### src/include/abr_pkg.sv
// package: register map, field layout and timing constants of the converter power control
package abr_pkg;
   // register indexes; the selection register sits at index FFFF_F201
   localparam logic [31:0] IDX_CTRL = 32'hFFFF_F200;
   localparam logic [31:0] IDX_CHTRG = 32'hFFFF_F201;
   localparam logic [31:0] IDX_STATUS = 32'hFFFF_F202;
   localparam logic [31:0] IDX_SETTLE = 32'hFFFF_F203;
   // apb byte address is four times the index; only the low 12 bits are decoded
   localparam logic [11:0] ADDR_CTRL = {IDX_CTRL[9:0], 2'b00};
   localparam logic [11:0] ADDR_CHTRG = {IDX_CHTRG[9:0], 2'b00};
   localparam logic [11:0] ADDR_STATUS = {IDX_STATUS[9:0], 2'b00};
   localparam logic [11:0] ADDR_SETTLE = {IDX_SETTLE[9:0], 2'b00};
   // control register fields
   localparam int CTRL_CONV_BIT = 0;
   localparam int CTRL_BOOST_BIT = 1;
   localparam int CTRL_HS_BIT = 2;
   // channel/trigger register fields
   localparam int CT_EDGE_HI = 7;
   localparam int CT_EDGE_LO = 6;
   localparam int CT_TRGMODE = 5;
   localparam int CT_HWSRC = 4;
   localparam int CT_FIXED0 = 3;
   localparam int CT_CH_HI = 2;
   localparam logic [7:0] CHTRG_RESET = 8'h00;
   localparam logic [7:0] CHTRG_WMASK = 8'hF7;
   // boost reference settle times
   localparam int CLK_MHZ = 200;
   localparam int SETTLE_HS_US = 1;
   localparam int SETTLE_NORM_US = 14;
   localparam logic [11:0] SETTLE_HS_CYC = 12'(SETTLE_HS_US * CLK_MHZ);
   localparam logic [11:0] SETTLE_NORM_CYC = 12'(SETTLE_NORM_US * CLK_MHZ);
   // operating modes
   typedef enum logic [1:0] {ABR_STOPPED, ABR_STANDBY, ABR_CONVERTING} abr_mode_t;
   // edge selection encodings
   typedef enum logic [1:0] {EDGE_NONE, EDGE_FALL, EDGE_RISE, EDGE_BOTH} abr_edge_t;
   // apb request carrier
   typedef struct packed {
      logic psel;
      logic penable;
      logic pwrite;
      logic [11:0] paddr;
      logic [31:0] pwdata;
   } abr_apb_req_t;
   // analog-side controls
   typedef struct packed {
      logic boostOn;
      logic convRun;
      logic [2:0] channel;
   } abr_analog_t;
endpackage

### src/design/abr_edge_detect.sv
// edge detector for the external conversion trigger pin
`timescale 1ns/100ps
`default_nettype none
module abr_edge_detect (
   // clock and reset
   input wire logic clock,
   input wire logic reset,
   // trigger pin and selection
   input wire logic extTrigPin,
   input wire logic [1:0] edgeSel,
   // detected event
   output logic trigPulse
);
   import abr_pkg::*;
   logic pinDly_reg;
   logic rise;
   logic fall;

   // pin taken as synchronous; one stage of history
   always_ff @(posedge clock) begin
      if (reset) begin
         pinDly_reg <= 1'b0;
      end else begin
         pinDly_reg <= extTrigPin;
      end
   end

   assign rise = extTrigPin & ~pinDly_reg;
   assign fall = ~extTrigPin & pinDly_reg;

   always_comb begin
      unique case (abr_edge_t'(edgeSel))
         EDGE_NONE: trigPulse = 1'b0;
         EDGE_FALL: trigPulse = fall;
         EDGE_RISE: trigPulse = rise;
         EDGE_BOTH: trigPulse = rise | fall;
      endcase
   end

   property p_no_edge_quiet;
      @(posedge clock) disable iff (reset) (edgeSel == 2'h0) |-> !trigPulse;
   endproperty
   a_no_edge_quiet: assert property (p_no_edge_quiet) else $error("trigger with no edge sel");
endmodule
`default_nettype wire

### src/design/abr_power_ctrl.sv
// converter power-state control with channel and trigger selection over apb
//
// Design decision made here: the APB slave port.
`timescale 1ns/100ps
`default_nettype none
// Functional notes
// - boost enable low powers boost generator down unless conversion enables it.
// - both enables low means fully stopped, no static current.
// - conversion low, boost high means standby, only boost generator powered.
// - 00 to 10 enters conversion and turns boost generator on.
// - clearing conversion with boost low turns boost generator off.
// - 00 to 11 enters conversion with boost generator on.
// - clearing conversion with boost high keeps boost generator running.
// - channel/trigger register byte or bit accessible, resets to zero.
// - bits 7:6 edge, 5 mode, 4 source, 3 zero, 2:0 channel.
module abr_power_ctrl (
   // clock and reset
   input wire logic clock,
   input wire logic reset,
   // apb slave
   input wire abr_pkg::abr_apb_req_t apbReq,
   input wire logic [3:0] pstrb,
   output logic pready,
   output logic pslverr,
   output logic [31:0] prdata,
   // external trigger
   input wire logic extConversionTriggerPin,
   // analog controls and triggers
   output var abr_pkg::abr_analog_t analogCtl,
   output logic convStart,
   output logic boostSettled
);
   import abr_pkg::*;

   // ==========================================================
   // bus decode
   // ==========================================================
   logic access;
   logic wrEn;
   logic hitCtrl;
   logic hitChtrg;
   logic hitStatus;
   logic hitSettle;
   logic mapped;

   // one compare per register; shared so every decode sees the same window width
   function automatic logic isAddr(input logic [11:0] addr, input logic [11:0] regAddr);
      return addr == regAddr;
   endfunction

   assign access = apbReq.psel & apbReq.penable;
   assign hitCtrl = isAddr(apbReq.paddr, ADDR_CTRL);
   assign hitChtrg = isAddr(apbReq.paddr, ADDR_CHTRG);
   assign hitStatus = isAddr(apbReq.paddr, ADDR_STATUS);
   assign hitSettle = isAddr(apbReq.paddr, ADDR_SETTLE);
   assign mapped = hitCtrl | hitChtrg | hitStatus | hitSettle;
   assign wrEn = access & apbReq.pwrite & mapped;
   // zero-wait slave; unmapped addresses answer with an error
   assign pready = 1'b1;
   assign pslverr = access & ~mapped;

   // ==========================================================
   // registers
   // ==========================================================
   logic [2:0] ctrl_reg;
   logic [7:0] chtrg_reg;
   logic [7:0] chtrgWr;
   logic [2:0] ctrlWr;

   // only the three control bits are kept; upper write data is ignored
   assign ctrlWr = apbReq.pwdata[2:0];

   // control: conversion enable, boost enable, high-speed select
   always_ff @(posedge clock) begin
      if (reset) begin
         ctrl_reg <= 3'h0;
      end else if (wrEn && hitCtrl && pstrb[0]) begin
         ctrl_reg <= ctrlWr;
      end
   end

   assign chtrgWr = apbReq.pwdata[7:0] & CHTRG_WMASK;

   // byte lane write, reset to zero
   always_ff @(posedge clock) begin
      if (reset) begin
         chtrg_reg <= CHTRG_RESET;
      end else if (wrEn && hitChtrg && pstrb[0]) begin
         chtrg_reg <= chtrgWr;
      end
   end

   logic convEn;
   logic boostEn;
   logic highSpeed;
   assign convEn = ctrl_reg[CTRL_CONV_BIT];
   assign boostEn = ctrl_reg[CTRL_BOOST_BIT];
   assign highSpeed = ctrl_reg[CTRL_HS_BIT];

   // ==========================================================
   // power state
   // ==========================================================
   abr_mode_t mode;

   always_comb begin
      unique case ({convEn, boostEn})
         2'b00: mode = ABR_STOPPED;
         2'b01: mode = ABR_STANDBY;
         2'b10: mode = ABR_CONVERTING;
         2'b11: mode = ABR_CONVERTING;
      endcase
   end

   logic boostOn_reg;
   logic convRun_reg;
   always_ff @(posedge clock) begin
      if (reset) begin
         boostOn_reg <= 1'b0;
         convRun_reg <= 1'b0;
      end else begin
         boostOn_reg <= (mode != ABR_STOPPED);
         convRun_reg <= (mode == ABR_CONVERTING);
      end
   end

   // ==========================================================
   // settle timer: status aid for software wait
   // ==========================================================
   logic [11:0] settleCnt_reg;
   logic [11:0] settleLimit;
   logic settled_reg;
   assign settleLimit = highSpeed ? SETTLE_HS_CYC : SETTLE_NORM_CYC;

   // a speed change mid-count keeps the count; the new limit applies at once
   // count from boost turn-on
   always_ff @(posedge clock) begin
      if (reset || !boostOn_reg) begin
         settleCnt_reg <= 12'h000;
         settled_reg <= 1'b0;
      end else if (!settled_reg) begin
         settleCnt_reg <= settleCnt_reg + 12'h001;
         settled_reg <= (settleCnt_reg + 12'h001) >= settleLimit;
      end
   end
   assign boostSettled = settled_reg;

   // ==========================================================
   // trigger path
   // ==========================================================
   // the pin is taken as synchronous; a free-running source needs a synchroniser first
   logic edgeHit;
   abr_edge_detect uEdge (
      .clock(clock),
      .reset(reset),
      .extTrigPin(extConversionTriggerPin),
      .edgeSel(chtrg_reg[CT_EDGE_HI:CT_EDGE_LO]),
      .trigPulse(edgeHit)
   );

   logic convStart_reg;
   // registered so the start strobe cannot glitch; it costs one cycle of latency
   // hardware mode, external source (source bit 0) starts conversions
   always_ff @(posedge clock) begin
      if (reset) begin
         convStart_reg <= 1'b0;
      end else begin
         convStart_reg <= convRun_reg & chtrg_reg[CT_TRGMODE] & ~chtrg_reg[CT_HWSRC] & edgeHit;
      end
   end
   assign convStart = convStart_reg;

   // one driver for the whole carrier, every field from a flop
   assign analogCtl = '{boostOn: boostOn_reg, convRun: convRun_reg,
      channel: chtrg_reg[CT_CH_HI:0]};

   // ==========================================================
   // read data
   // ==========================================================
   logic [31:0] rdNext;
   logic [31:0] prdata_reg;
   always_comb begin
      rdNext = 32'h0000_0000;
      if (hitCtrl) rdNext = {29'h0, ctrl_reg};
      if (hitChtrg) rdNext = {24'h0, chtrg_reg};
      if (hitStatus) rdNext = {28'h0, settled_reg, convRun_reg, boostOn_reg, 1'b0} | {30'h0, mode};
      if (hitSettle) rdNext = {20'h0, settleCnt_reg};
   end
   // registered read data, captured in the setup cycle
   always_ff @(posedge clock) begin
      if (reset) begin
         prdata_reg <= 32'h0000_0000;
      end else if (apbReq.psel && !apbReq.penable && !apbReq.pwrite) begin
         prdata_reg <= rdNext;
      end
   end
   assign prdata = prdata_reg;

   // ==========================================================
   // assertions
   // ==========================================================
   property p_stopped;
      @(posedge clock) disable iff (reset) (!convEn && !boostEn) |=> !boostOn_reg && !convRun_reg;
   endproperty
   a_stopped: assert property (p_stopped) else $error("not stopped with enables low");

   property p_standby;
      @(posedge clock) disable iff (reset) (!convEn && boostEn) |=> boostOn_reg && !convRun_reg;
   endproperty
   a_standby: assert property (p_standby) else $error("standby wrong");

   property p_conv10;
      @(posedge clock) disable iff (reset) (convEn && !boostEn) |=> boostOn_reg && convRun_reg;
   endproperty
   a_conv10: assert property (p_conv10) else $error("10 boost not on");

   property p_conv11;
      @(posedge clock) disable iff (reset) (convEn && boostEn) |=> boostOn_reg && convRun_reg;
   endproperty
   a_conv11: assert property (p_conv11) else $error("11 boost not on");

   property p_off_clear;
      @(posedge clock) disable iff (reset) $fell(convEn) && !boostEn |=> !boostOn_reg;
   endproperty
   a_off_clear: assert property (p_off_clear) else $error("boost stayed on");

   property p_keep;
      @(posedge clock) disable iff (reset) $fell(convEn) && boostEn |=> boostOn_reg;
   endproperty
   a_keep: assert property (p_keep) else $error("boost dropped");

   property p_boost_off;
      @(posedge clock) disable iff (reset) boostOn_reg |-> $past(convEn) || $past(boostEn);
   endproperty
   a_boost_off: assert property (p_boost_off) else $error("boost on without enable");

   property p_bit3;
      @(posedge clock) disable iff (reset) chtrg_reg[CT_FIXED0] == 1'b0;
   endproperty
   a_bit3: assert property (p_bit3) else $error("fixed bit set");

   property p_write;
      @(posedge clock) disable iff (reset) wrEn && hitChtrg && pstrb[0] |=> chtrg_reg == $past(chtrgWr);
   endproperty
   a_write: assert property (p_write) else $error("register not written");

   property p_settle_hs;
      @(posedge clock) disable iff (reset) $rose(boostOn_reg) && highSpeed ##1 highSpeed [*8] |-> !settled_reg;
   endproperty
   a_settle_hs: assert property (p_settle_hs) else $error("settled too soon");

   property p_read_chtrg;
      @(posedge clock) disable iff (reset)
         access && !apbReq.pwrite && hitChtrg |-> prdata == {24'h0, chtrg_reg};
   endproperty
   a_read_chtrg: assert property (p_read_chtrg) else $error("bad read back");

   property p_write_refused;
      @(posedge clock) disable iff (reset)
         access && apbReq.pwrite && !(mapped && pstrb[0])
         |=> $stable(chtrg_reg) && $stable(ctrl_reg);
   endproperty
   a_write_refused: assert property (p_write_refused) else $error("refused write");

   property p_ctrl_write;
      @(posedge clock) disable iff (reset)
         wrEn && hitCtrl && pstrb[0] |=> ctrl_reg == $past(ctrlWr);
   endproperty
   a_ctrl_write: assert property (p_ctrl_write) else $error("enables not written");

   property p_sw_quiet;
      @(posedge clock) disable iff (reset)
         !chtrg_reg[CT_TRGMODE] |=> !convStart;
   endproperty
   a_sw_quiet: assert property (p_sw_quiet) else $error("start in software mode");

   property p_idle_quiet;
      @(posedge clock) disable iff (reset)
         !convRun_reg |=> !convStart;
   endproperty
   a_idle_quiet: assert property (p_idle_quiet) else $error("start while idle");

   property p_start_edge;
      @(posedge clock) disable iff (reset)
         convStart |-> $past(edgeHit);
   endproperty
   a_start_edge: assert property (p_start_edge) else $error("start without edge");

   property p_settle_drop;
      @(posedge clock) disable iff (reset)
         !boostOn_reg |=> !settled_reg && settleCnt_reg == 12'h000;
   endproperty
   a_settle_drop: assert property (p_settle_drop) else $error("settle kept");

   property p_settle_count;
      @(posedge clock) disable iff (reset)
         $rose(settled_reg) |-> settleCnt_reg >= $past(settleLimit);
   endproperty
   a_settle_count: assert property (p_settle_count) else $error("settled early");

   c_standby: cover property (@(posedge clock) disable iff (reset) mode == ABR_STANDBY);
   c_settled: cover property (@(posedge clock) disable iff (reset) $rose(settled_reg));
   c_keep: cover property (@(posedge clock) disable iff (reset) $fell(convRun_reg) && boostOn_reg);
   c_conv: cover property (@(posedge clock) disable iff (reset) $rose(convRun_reg));
   c_start: cover property (@(posedge clock) disable iff (reset) convStart);
endmodule
`default_nettype wire

### config.mk
export PLATFORM = sky130hd
export DESIGN_NAME = abr_power_ctrl
export DESIGN_NICKNAME = d
export VERILOG_FILES = /design/src/include/abr_pkg.sv /design/src/design/abr_edge_detect.sv /design/src/design/abr_power_ctrl.sv
export SDC_FILE = /design/constraint.sdc
export NUM_CORES = 1
export LEC_CHECK = 0
export BUFFER_PORTS_ARGS = -buffer_cell sky130_fd_sc_hd__buf_2
export CORE_ASPECT_RATIO = 1.5
export CORE_MARGIN = 2
export CORE_UTILIZATION = 50
export CTS_CLUSTER_DIAMETER = 200
export DETAILED_ROUTE_END_ITERATION = 10
export PLACE_DENSITY = 0.83
export REMOVE_ABC_BUFFERS = 1
export SLEW_MARGIN = 20
export SYNTH_ARGS = -nofsm -noshare
export SYNTH_HDL_FRONTEND = slang
export SYNTH_SLANG_ARGS = --single-unit
### constraint.sdc
create_clock -name clock -period 3.1 [get_ports clock]
set_clock_uncertainty 0.05 [all_clocks]
set_input_delay 0.31 -clock clock [delete_from_list [all_inputs] [get_ports clock]]
set_output_delay 0.31 -clock clock [all_outputs]
set_load 0.005 [all_outputs]
=== Yosys cells after proc, flatten, opt, wreduce, memory -nomap -nowiden ===
Index checks and enable logic that the tools add are counted.

* Bits in registers: 59
* Latch bits: 0
* Bits in writable memories: 0
* ROM bits: 0
* Input bits: 54
* Output and inout port bits: 41
* Memories kept: 0

* $add $sub $neg: 1
* Multiply operators: 0
* Div/mod/pow operators: 0
* Order comparisons: 1
* Eq/ne operators: 11
* Shift operators: 0
* Mux-type cells: 8
* Bitwise logic cells: 18
* Reduce and logical (&&, ||, !) cells: 14

{| class="wikitable"
|+ Operator list
! cell !! number
|-
| $mux W32 || 3
|-
| $eq A12 B12 Y1 const B || 4
|-
| $add A12 B1 Y12 const B || 1
|-
| $ge A12 B12 Y1 || 1
|-
| $mux W12 || 1
|-
| $eq A2 B2 Y1 const B || 5
|-
| $and A1 B1 Y1 || 9
|-
| $logic_and A1 B1 Y1 || 6
|-
| $pmux W2 S3 || 1
|-
| $eq A2 B1 Y1 const B || 2
|-
| $logic_not A2 Y1 || 2
|-
| $not A1 Y1 || 4
|-
| $or A1 B1 Y1 || 4
|-
| $or A4 B2 Y4 || 1
|-
| $pmux W1 S4 || 1
|-
| $logic_not A1 Y1 || 3
|-
| $mux W3 || 1
|-
| $reduce_bool A2 Y1 || 1
|-
| $reduce_or A2 Y1 || 1
|-
| $logic_or A1 B1 Y1 || 1
|-
| $mux W1 || 1
|}

=== Depth between registers and ports, before layout ===
Gate-level depths: netlist (run 1).

* Depth in word-level cells: 7
* Mapped depth: 9
* Depth with buffers taken out: 8

=== Cells and area by module ===
A second synthesis (run 1) with hierarchy kept.

* Cell total of the unflattened synthesis: 256
* Area, all modules: 2245.9 µm²

{| class="wikitable"
|+ By module, submodules not included
! module !! times used !! cells each !! area each (µm²) !! seq. area each (µm²)
|-
| abr_power_ctrl || 1 || 245 || 2163.3 || 760.7
|-
| abr_edge_detect || 1 || 11 || 82.6 || 20.0
|}

=== Least setup slack after synthesis (run 1) ===
OpenSTA, ideal clock, no wires.

* Path kind: reg-to-reg
* Start point: register settleCnt_reg[4]
* End point: register settled_reg, in the netlist boostSettled
* Library setup time: 0.134 ns
* Arrival: 1.917 ns
* Required time: 2.916 ns
* Slack: 1.000 ns
* Stages on the path, launching flop included: 10
* Buffers on the path: 1
* Cells stage by stage: dfxtp_1 > buf_2 > nand4_1 > or3_1 > xnor2_1 > ha_1 > nand2b_1 > mux2i_1 > o311ai_1 > o211ai_1

* Word-level cells in the longest chain between the ends: 3

{| class="wikitable"
|+ Ends and longest elaborated chain
! what !! RTL line !! source
|-
| start, declared || abr_power_ctrl.sv:129 || <nowiki>logic [11:0] settleCnt_reg;</nowiki>
|-
| start signal, assigned || abr_power_ctrl.sv:141 || <nowiki>settleCnt_reg <= settleCnt_reg + 12'h001;</nowiki>
|-
| $add A12 B1 Y12 || abr_power_ctrl.sv:142 || <nowiki>settled_reg <= (settleCnt_reg + 12'h001) >= settleLimit;</nowiki>
|-
| $ge A12 B12 Y1 || abr_power_ctrl.sv:142 ||
|-
| $mux W1 || abr_power_ctrl.sv:140 || <nowiki>end else if (!settled_reg) begin</nowiki>
|-
| end signal, assigned || abr_power_ctrl.sv:142 ||
|-
| end, declared || abr_power_ctrl.sv:131 || <nowiki>logic settled_reg;</nowiki>
|}

No other way between the ends.
A chain may end at the register's enable or synchronous reset.

=== Worst setup path in the final report (run 1) ===
Same ends and word-level chain as after synthesis.

==> results of run 1 <==
-- report_power, final --
| part | total (W) | switching [W] | leakage [nW] | internal [W] |
|---|---|---|---|---|
| sequential | 0.000505 | 0.00000140 | 0.315 | 0.000504 |
| clock | 0.000408 | 0.000172 | 0.0513 | 0.000236 |
| combinational | 0.0000570 | 0.0000348 | 0.658 | 0.0000222 |
-- worst min-delay path: cells and delay by family --
| kind | cells | cell delay, ns |
|---|---|---|
| simple gates | 1 | 0.07 |
| buf+inv | 1 | 0.07 |
| mux | 1 | 0.05 |
-- area by class of cell --
class                   instances  area [um2]
inverters                       6        22.5
multi-input cells             191        1250
flip-flops and latches         39         781
clock inverters                 1        30.0
repair buffers                 45         225
clock buffers                   6        72.6
fillers                       390        1840
well taps                      46        57.6
-- stage by stage --
step | instance area (um2) | std cells | utilization, %
global route | 2440 | 334 | 57.0
CTS | 2440 | 334 | 57.0
floorplan | 2050 | 236 | -
detailed placement | 2340 | 327 | 54.6
global placement | 2340 | 327 | 54.6
finish | 2440 | 334 | 57.0
-- worst paths after layout --
| kind | end | cells past startpoint | startpoint | slack [ns] |
|---|---|---|---|---|
| worst max-delay path | boostSettled | 8 | settleCnt_reg[4] | 0.73 |
| worst min-delay path | chtrg_reg[6] | 3 | apbReq[6] | 0.20 |
| worst max register to register | boostSettled | 8 | settleCnt_reg[4] | 0.73 |
| worst min register to register | prdata[10] | 2 | prdata[10] | 0.40 |
-- placed cells by master (no fill, tap or decap), types with 2 or more instances in the layout --
cell	count
a21oi_1	9
a221oi_2	4
and3_1	2
buf_2	45
clkbuf_8	5
conb_1	21
dfxtp_1	39
ha_1	8
inv_1	6
mux2_2	2
mux2i_1	13
mux4_2	2
nand2_1	21
nand2b_1	2
nand3_1	12
nand3b_1	2
nand4_1	4
nor2_1	40
nor2b_1	3
nor3_1	3
nor3_2	5
o21ai_0	2
or3_1	2
xnor2_1	10
xor2_1	8
-- logic make-up (layout without fill, tap and decap cells) --
family / after synthesis / in the layout / synth area share, %
buffers and inverters: 48 / 58 / 13.2
other: 2 / 21 / 0.333
AOI/OAI and AO/OA: 22 / 22 / 7.59
xor gates and xnor gates: 18 / 18 / 6.98
adders and majority gates: 8 / 8 / 4.43
DFF: 39 / 39 / 34.6
muxes: 17 / 17 / 8.75
and+or+nand+nor: 105 / 105 / 24.1
-- metal layers --
metal  wire (um)  vias up  track usage (%)  part of all wire [%]
li1            -      886                -                     -
met1        1670      849             19.7                    39
met2        2350       50             33.4                    55
met3         188        7             3.73                   4.4
met4          88        0             8.47                   2.0
met5           0        -                0                     0
==> metrics.txt, run 1 <==
fmax 423 MHz; Slew HR 64.4%; hold_ws 0.199 ns; status complete, but fails checks; number of buffers and inverters on the critical path 0; CTS Buf Count 5; crit-path max FO 7; vias in the first global route 1671; Worst setup SP type flop; Placement Setup Slack roughly 0.79 ns; Clock Pin Slew Worst Setup and Hold Paths 0.08 ns; Max VDD drop 0.000285 V; Slew @ Worst Pin about 0.53 ns; First-pass DRT Iterations 8; gate count after technology mapping 259; arrival time worst endpoint 2.49 ns; # DRC 2; share of cells above drive strength 1 23.3%; PortBufs between 40 and 50; n_diodes 0; post-synth top area share between 30 and 40%; Initial Utilization a little over half; initial drt markers 34; RePlAce Congestion 0.871; largest net degree at the start of global routing 29; fin crit period 2.37 ns; DRT Wirelength 4300 um; Synth top cells by count nor2_1, dfxtp_1, buf_4; clock sinks 39; Final Max Tran Viols 0; post-synth cell types 44; post-CTS resize count 0; first-pass GRT wire length 7240 um; kind of cell adding the most delay to the critical path simple AND/OR/NAND/NOR gates; yosys warns 0; Die W 58.9 um; Top FF cell, synth dfxtp_1; initial antenna violation count 0; Setup WS post-layout about 0.73 ns; critical path class flop to flop; total power 0.000970 W; Final Setup Violations 0; Layout Nets 350; DR vias 1792; # Post-CTS Setup Buffers 0; hold_buf cts 0; grt total ovfl 0; per-cell routed wire length 12.9 um; #FFs+latches synth 39; clock buffer depth 2; crit end category flop; PwrDens 398 mW/mm2; Required @ worst endpoint 3.22 ns; maximum capacitance violations 0; static leakage 1.02 nW; I/O pins 95; average cell area after synthesis 8.72 um2; row cnt 29; Area contributors post-synth dfxtp_1, buf_4, nor2_1, mux2i_1, ha_1; Area Growth Syn to Fin 7.98%; Fin. Hold Viols 0; crit path cell chain nand4_1 > or3_1 > xnor2_1 > ha_1 > nand2b_1 > mux2i_1 > o311ai_1 > o211ai_1; Hold WC Path Type primary input to flop; setup_tns 0 ns; Die ar. 0.00508 mm2; via-per-instance ratio 5.37; Final Cycle Share between 70% and 80%; CTS tree built; H-Tree Depth 2; DRT antenna net count 0; Worst path slowest cell dfxtp_1; violated checks design-rule violations; DP HPWL 3230 um; GRT Total Usage 18.4%; sequential share of the synthesized area 34.6%; die height 86.3 um; cell taking the most area after synthesis dfxtp_1; Core ar. 0.00428 mm2; CTS root buffer clkbuf_8; insertion delay to the later sink of the worst-skew pair 0.30 ns; crit-path max cell delay 0.52 ns; top-count cell post-synth nor2_1; RSZ-0062 raised after global routing no; Post-synth EDFFs 0; Post-Syn Area 0.00226 mm2; Async SR Flop Fraction 0%
No activity file was read; power rests on OpenSTA's default activity.
==> run 2: changes to the inputs <==
Settings changed: CORE_UTILIZATION 50 to 48, PLACE_DENSITY 0.83 to 0.8.
Clock period 3.1 ns to 2.29 ns, I/O delays scaled along.
==> run 2 against run 1 <==
Compared with the run above: count of clock-buffer cells in the layout unchanged; highest routed layer unchanged; clock power increased by 14%; maximum frequency increased by 11%; first-iteration DRC count decreased by 62%; the flow now finishes without violations; worst setup slack got worse by 0.58 ns; critical path depth unchanged; combinational power increased by 36%.
==> metrics.txt, run 2 (synthesis gave the netlist of run 1 again) <==
status finished, final reports clean; Hold WC Path Type primary input to flop; arrival time worst endpoint 2.25 ns (-0.24 ns); per-cell routed wire length 12.2 um (-4.9%); n_diodes 0 (unchanged); DRT Wirelength 4430 um (+3.0%); I/O pins 95 (unchanged); Clock Pin Slew Worst Setup and Hold Paths 0.07 ns (about the same); via-per-instance ratio 4.99 (-6.9%); post-CTS resize count 0 (unchanged); GRT Total Usage 19.4% (+0.98 points); total power 0.00123 W (+26%); Worst path slowest cell or3_1; fin crit period 2.13 ns (-0.233 ns); Die W 60.0 um (+1.9%); hold_ws 0.125 ns (-0.0743 ns); initial drt markers 13 (-62%); most frequent cells in the layout buf_2, nor2_1, dfxtp_1; PortBufs 45 (unchanged); setup_tns 0 ns (unchanged); clock buffer depth 2 (unchanged); worst r2r path cells 8 (unchanged); Core ar. 0.00454 mm2 (+6.1%); initial antenna violation count 0 (unchanged); Layout Nets 360 (+2.9%); fmax 469 MHz (+11%); insertion delay to the later sink of the worst-skew pair 0.29 ns (about the same); crit-path max cell delay 0.44 ns (-0.08 ns); DRT antenna net count 0 (unchanged); design area 0.00252 mm2 (+3.4%); Final Max Tran Viols 0 (unchanged); critical path class flop to flop; static leakage 1.07 nW (+4.9%); Final Setup Violations 0 (unchanged); largest net degree at the start of global routing 29 (unchanged); R2R setup slack 0.16 ns (-0.58 ns); First-pass DRT Iterations 4 (-4); DP HPWL 3490 um (+7.8%); grt total ovfl 0 (unchanged); PwrDens 486 mW/mm2 (+22%); row cnt 30 (+3.4%); Worst setup SP type flop; Slew @ Worst Pin 0.534 ns (+0.000734 ns); die height 88.0 um (+2.0%); CTS tree built; Area after DPL 0.00243 mm2 (+4.2%); maximum capacitance violations 0 (unchanged); clock sinks 39 (unchanged); Required @ worst endpoint 2.41 ns (-0.81 ns); Fin. Hold Viols 0 (unchanged); Die ar. 0.00528 mm2 (+3.9%); Max VDD drop 0.000478 V (+67%); Layout Utilization 55.5% (-1.4 points); RePlAce Congestion 0.790 (-9.3%); DR vias 1808 (+0.89%); Initial Utilization 49.7% (-3.0 points); # Post-CTS Setup Buffers 0 (unchanged); Area Growth Syn to Fin 11.6%; CTS root buffer clkbuf_8; first-pass GRT wire length 7770 um (+7.3%); CTS Buf Count 5 (unchanged); hold_buf cts 0 (unchanged); # DRC 0 (-2); Final Cycle Share 93.2% (+17 points); worst hold stages 3 (unchanged); crit path cell chain nand4_1 > or3_1 > xnor2_1 > ha_1 > nand2b_1 > mux2i_1 > o311ai_1 > o211ai_1; RSZ-0062 raised after global routing no; H-Tree Depth 2 (unchanged); crit end category flop; fillers 431 (+11%); Slew HR 64.3% (-0.087 points); commonest non-fill, non-tap cell in the layout buf_2; vias in the first global route 1759 (+5.3%); share of cells above drive strength 1 26.2% (+2.9 points); crit-path max FO 4 (-3)
[run 2: cell types whose count changed in the layout (fill, tap and decap cells not counted)]
cell       delta
clkbuf_1      -1
clkinv_2      +1
clkbuf_8      +1
bufinv_16     -1
buf_4        +10
[run 2: final timing paths]
kind                    startpoint      endpoint
setup reg to reg  settleCnt_reg[5]  boostSettled
hold / removal           apbReq[5]  chtrg_reg[5]
setup / recovery  settleCnt_reg[5]  boostSettled
hold reg to reg          prdata[9]     prdata[9]
[run 2: per-stage QoR]
step,instances,setup slack (ns)
floorplan,236,0.187
global placement,355,0.216
detailed placement,355,0.148
CTS,362,0.137
global route,362,0.0106
finish,362,0.157
[run 2: report_power, final]
group | internal, W | leakage (nW) | switching [W] | total (W)
Clock | 0.000236 | 0.0470 | 0.000228 | 0.000464
Combinational | 0.0000301 | 0.713 | 0.0000474 | 0.0000775
Sequential | 0.000682 | 0.315 | 0.00000208 | 0.000684
[run 2: cell type report]
| cell class | instances | area, um2 | share of cell area [%] |
|---|---|---|---|
| sequential | 39 | 781 | 31.0 |
| clock inverter | 1 | 5.00 | 0.199 |
| inverter | 6 | 22.5 | 0.893 |
| clock buffer | 6 | 82.6 | 3.28 |
| timing repair buffer | 55 | 300 | 11.9 |
| tap | 64 | 80.1 | 3.18 |
| multi-input combinational | 191 | 1250 | 49.6 |
[run 2: worst max-delay path: cells and delay by family, from the launching register on]
kind	cells	cell delay, ns
xor gates and xnor gates	1	0.16
and+or+nand+nor	3	0.67
adders and majority gates	1	0.30
AOI/OAI and AO/OA	2	0.41
muxes	1	0.08
DFF	1	0.34
[run 2: layer usage]
| layer | GRT usage, % | vias to the layer above | share of wire [%] |
|---|---|---|---|
| met2 | 34.8 | 39 | 55 |
| met1 | 21.3 | 861 | 39 |
| met4 | 10.7 | 0 | 3.0 |
| met3 | 2.36 | 10 | 2.9 |
| li1 | - | 898 | - |
| met5 | 0 | - | 0 |
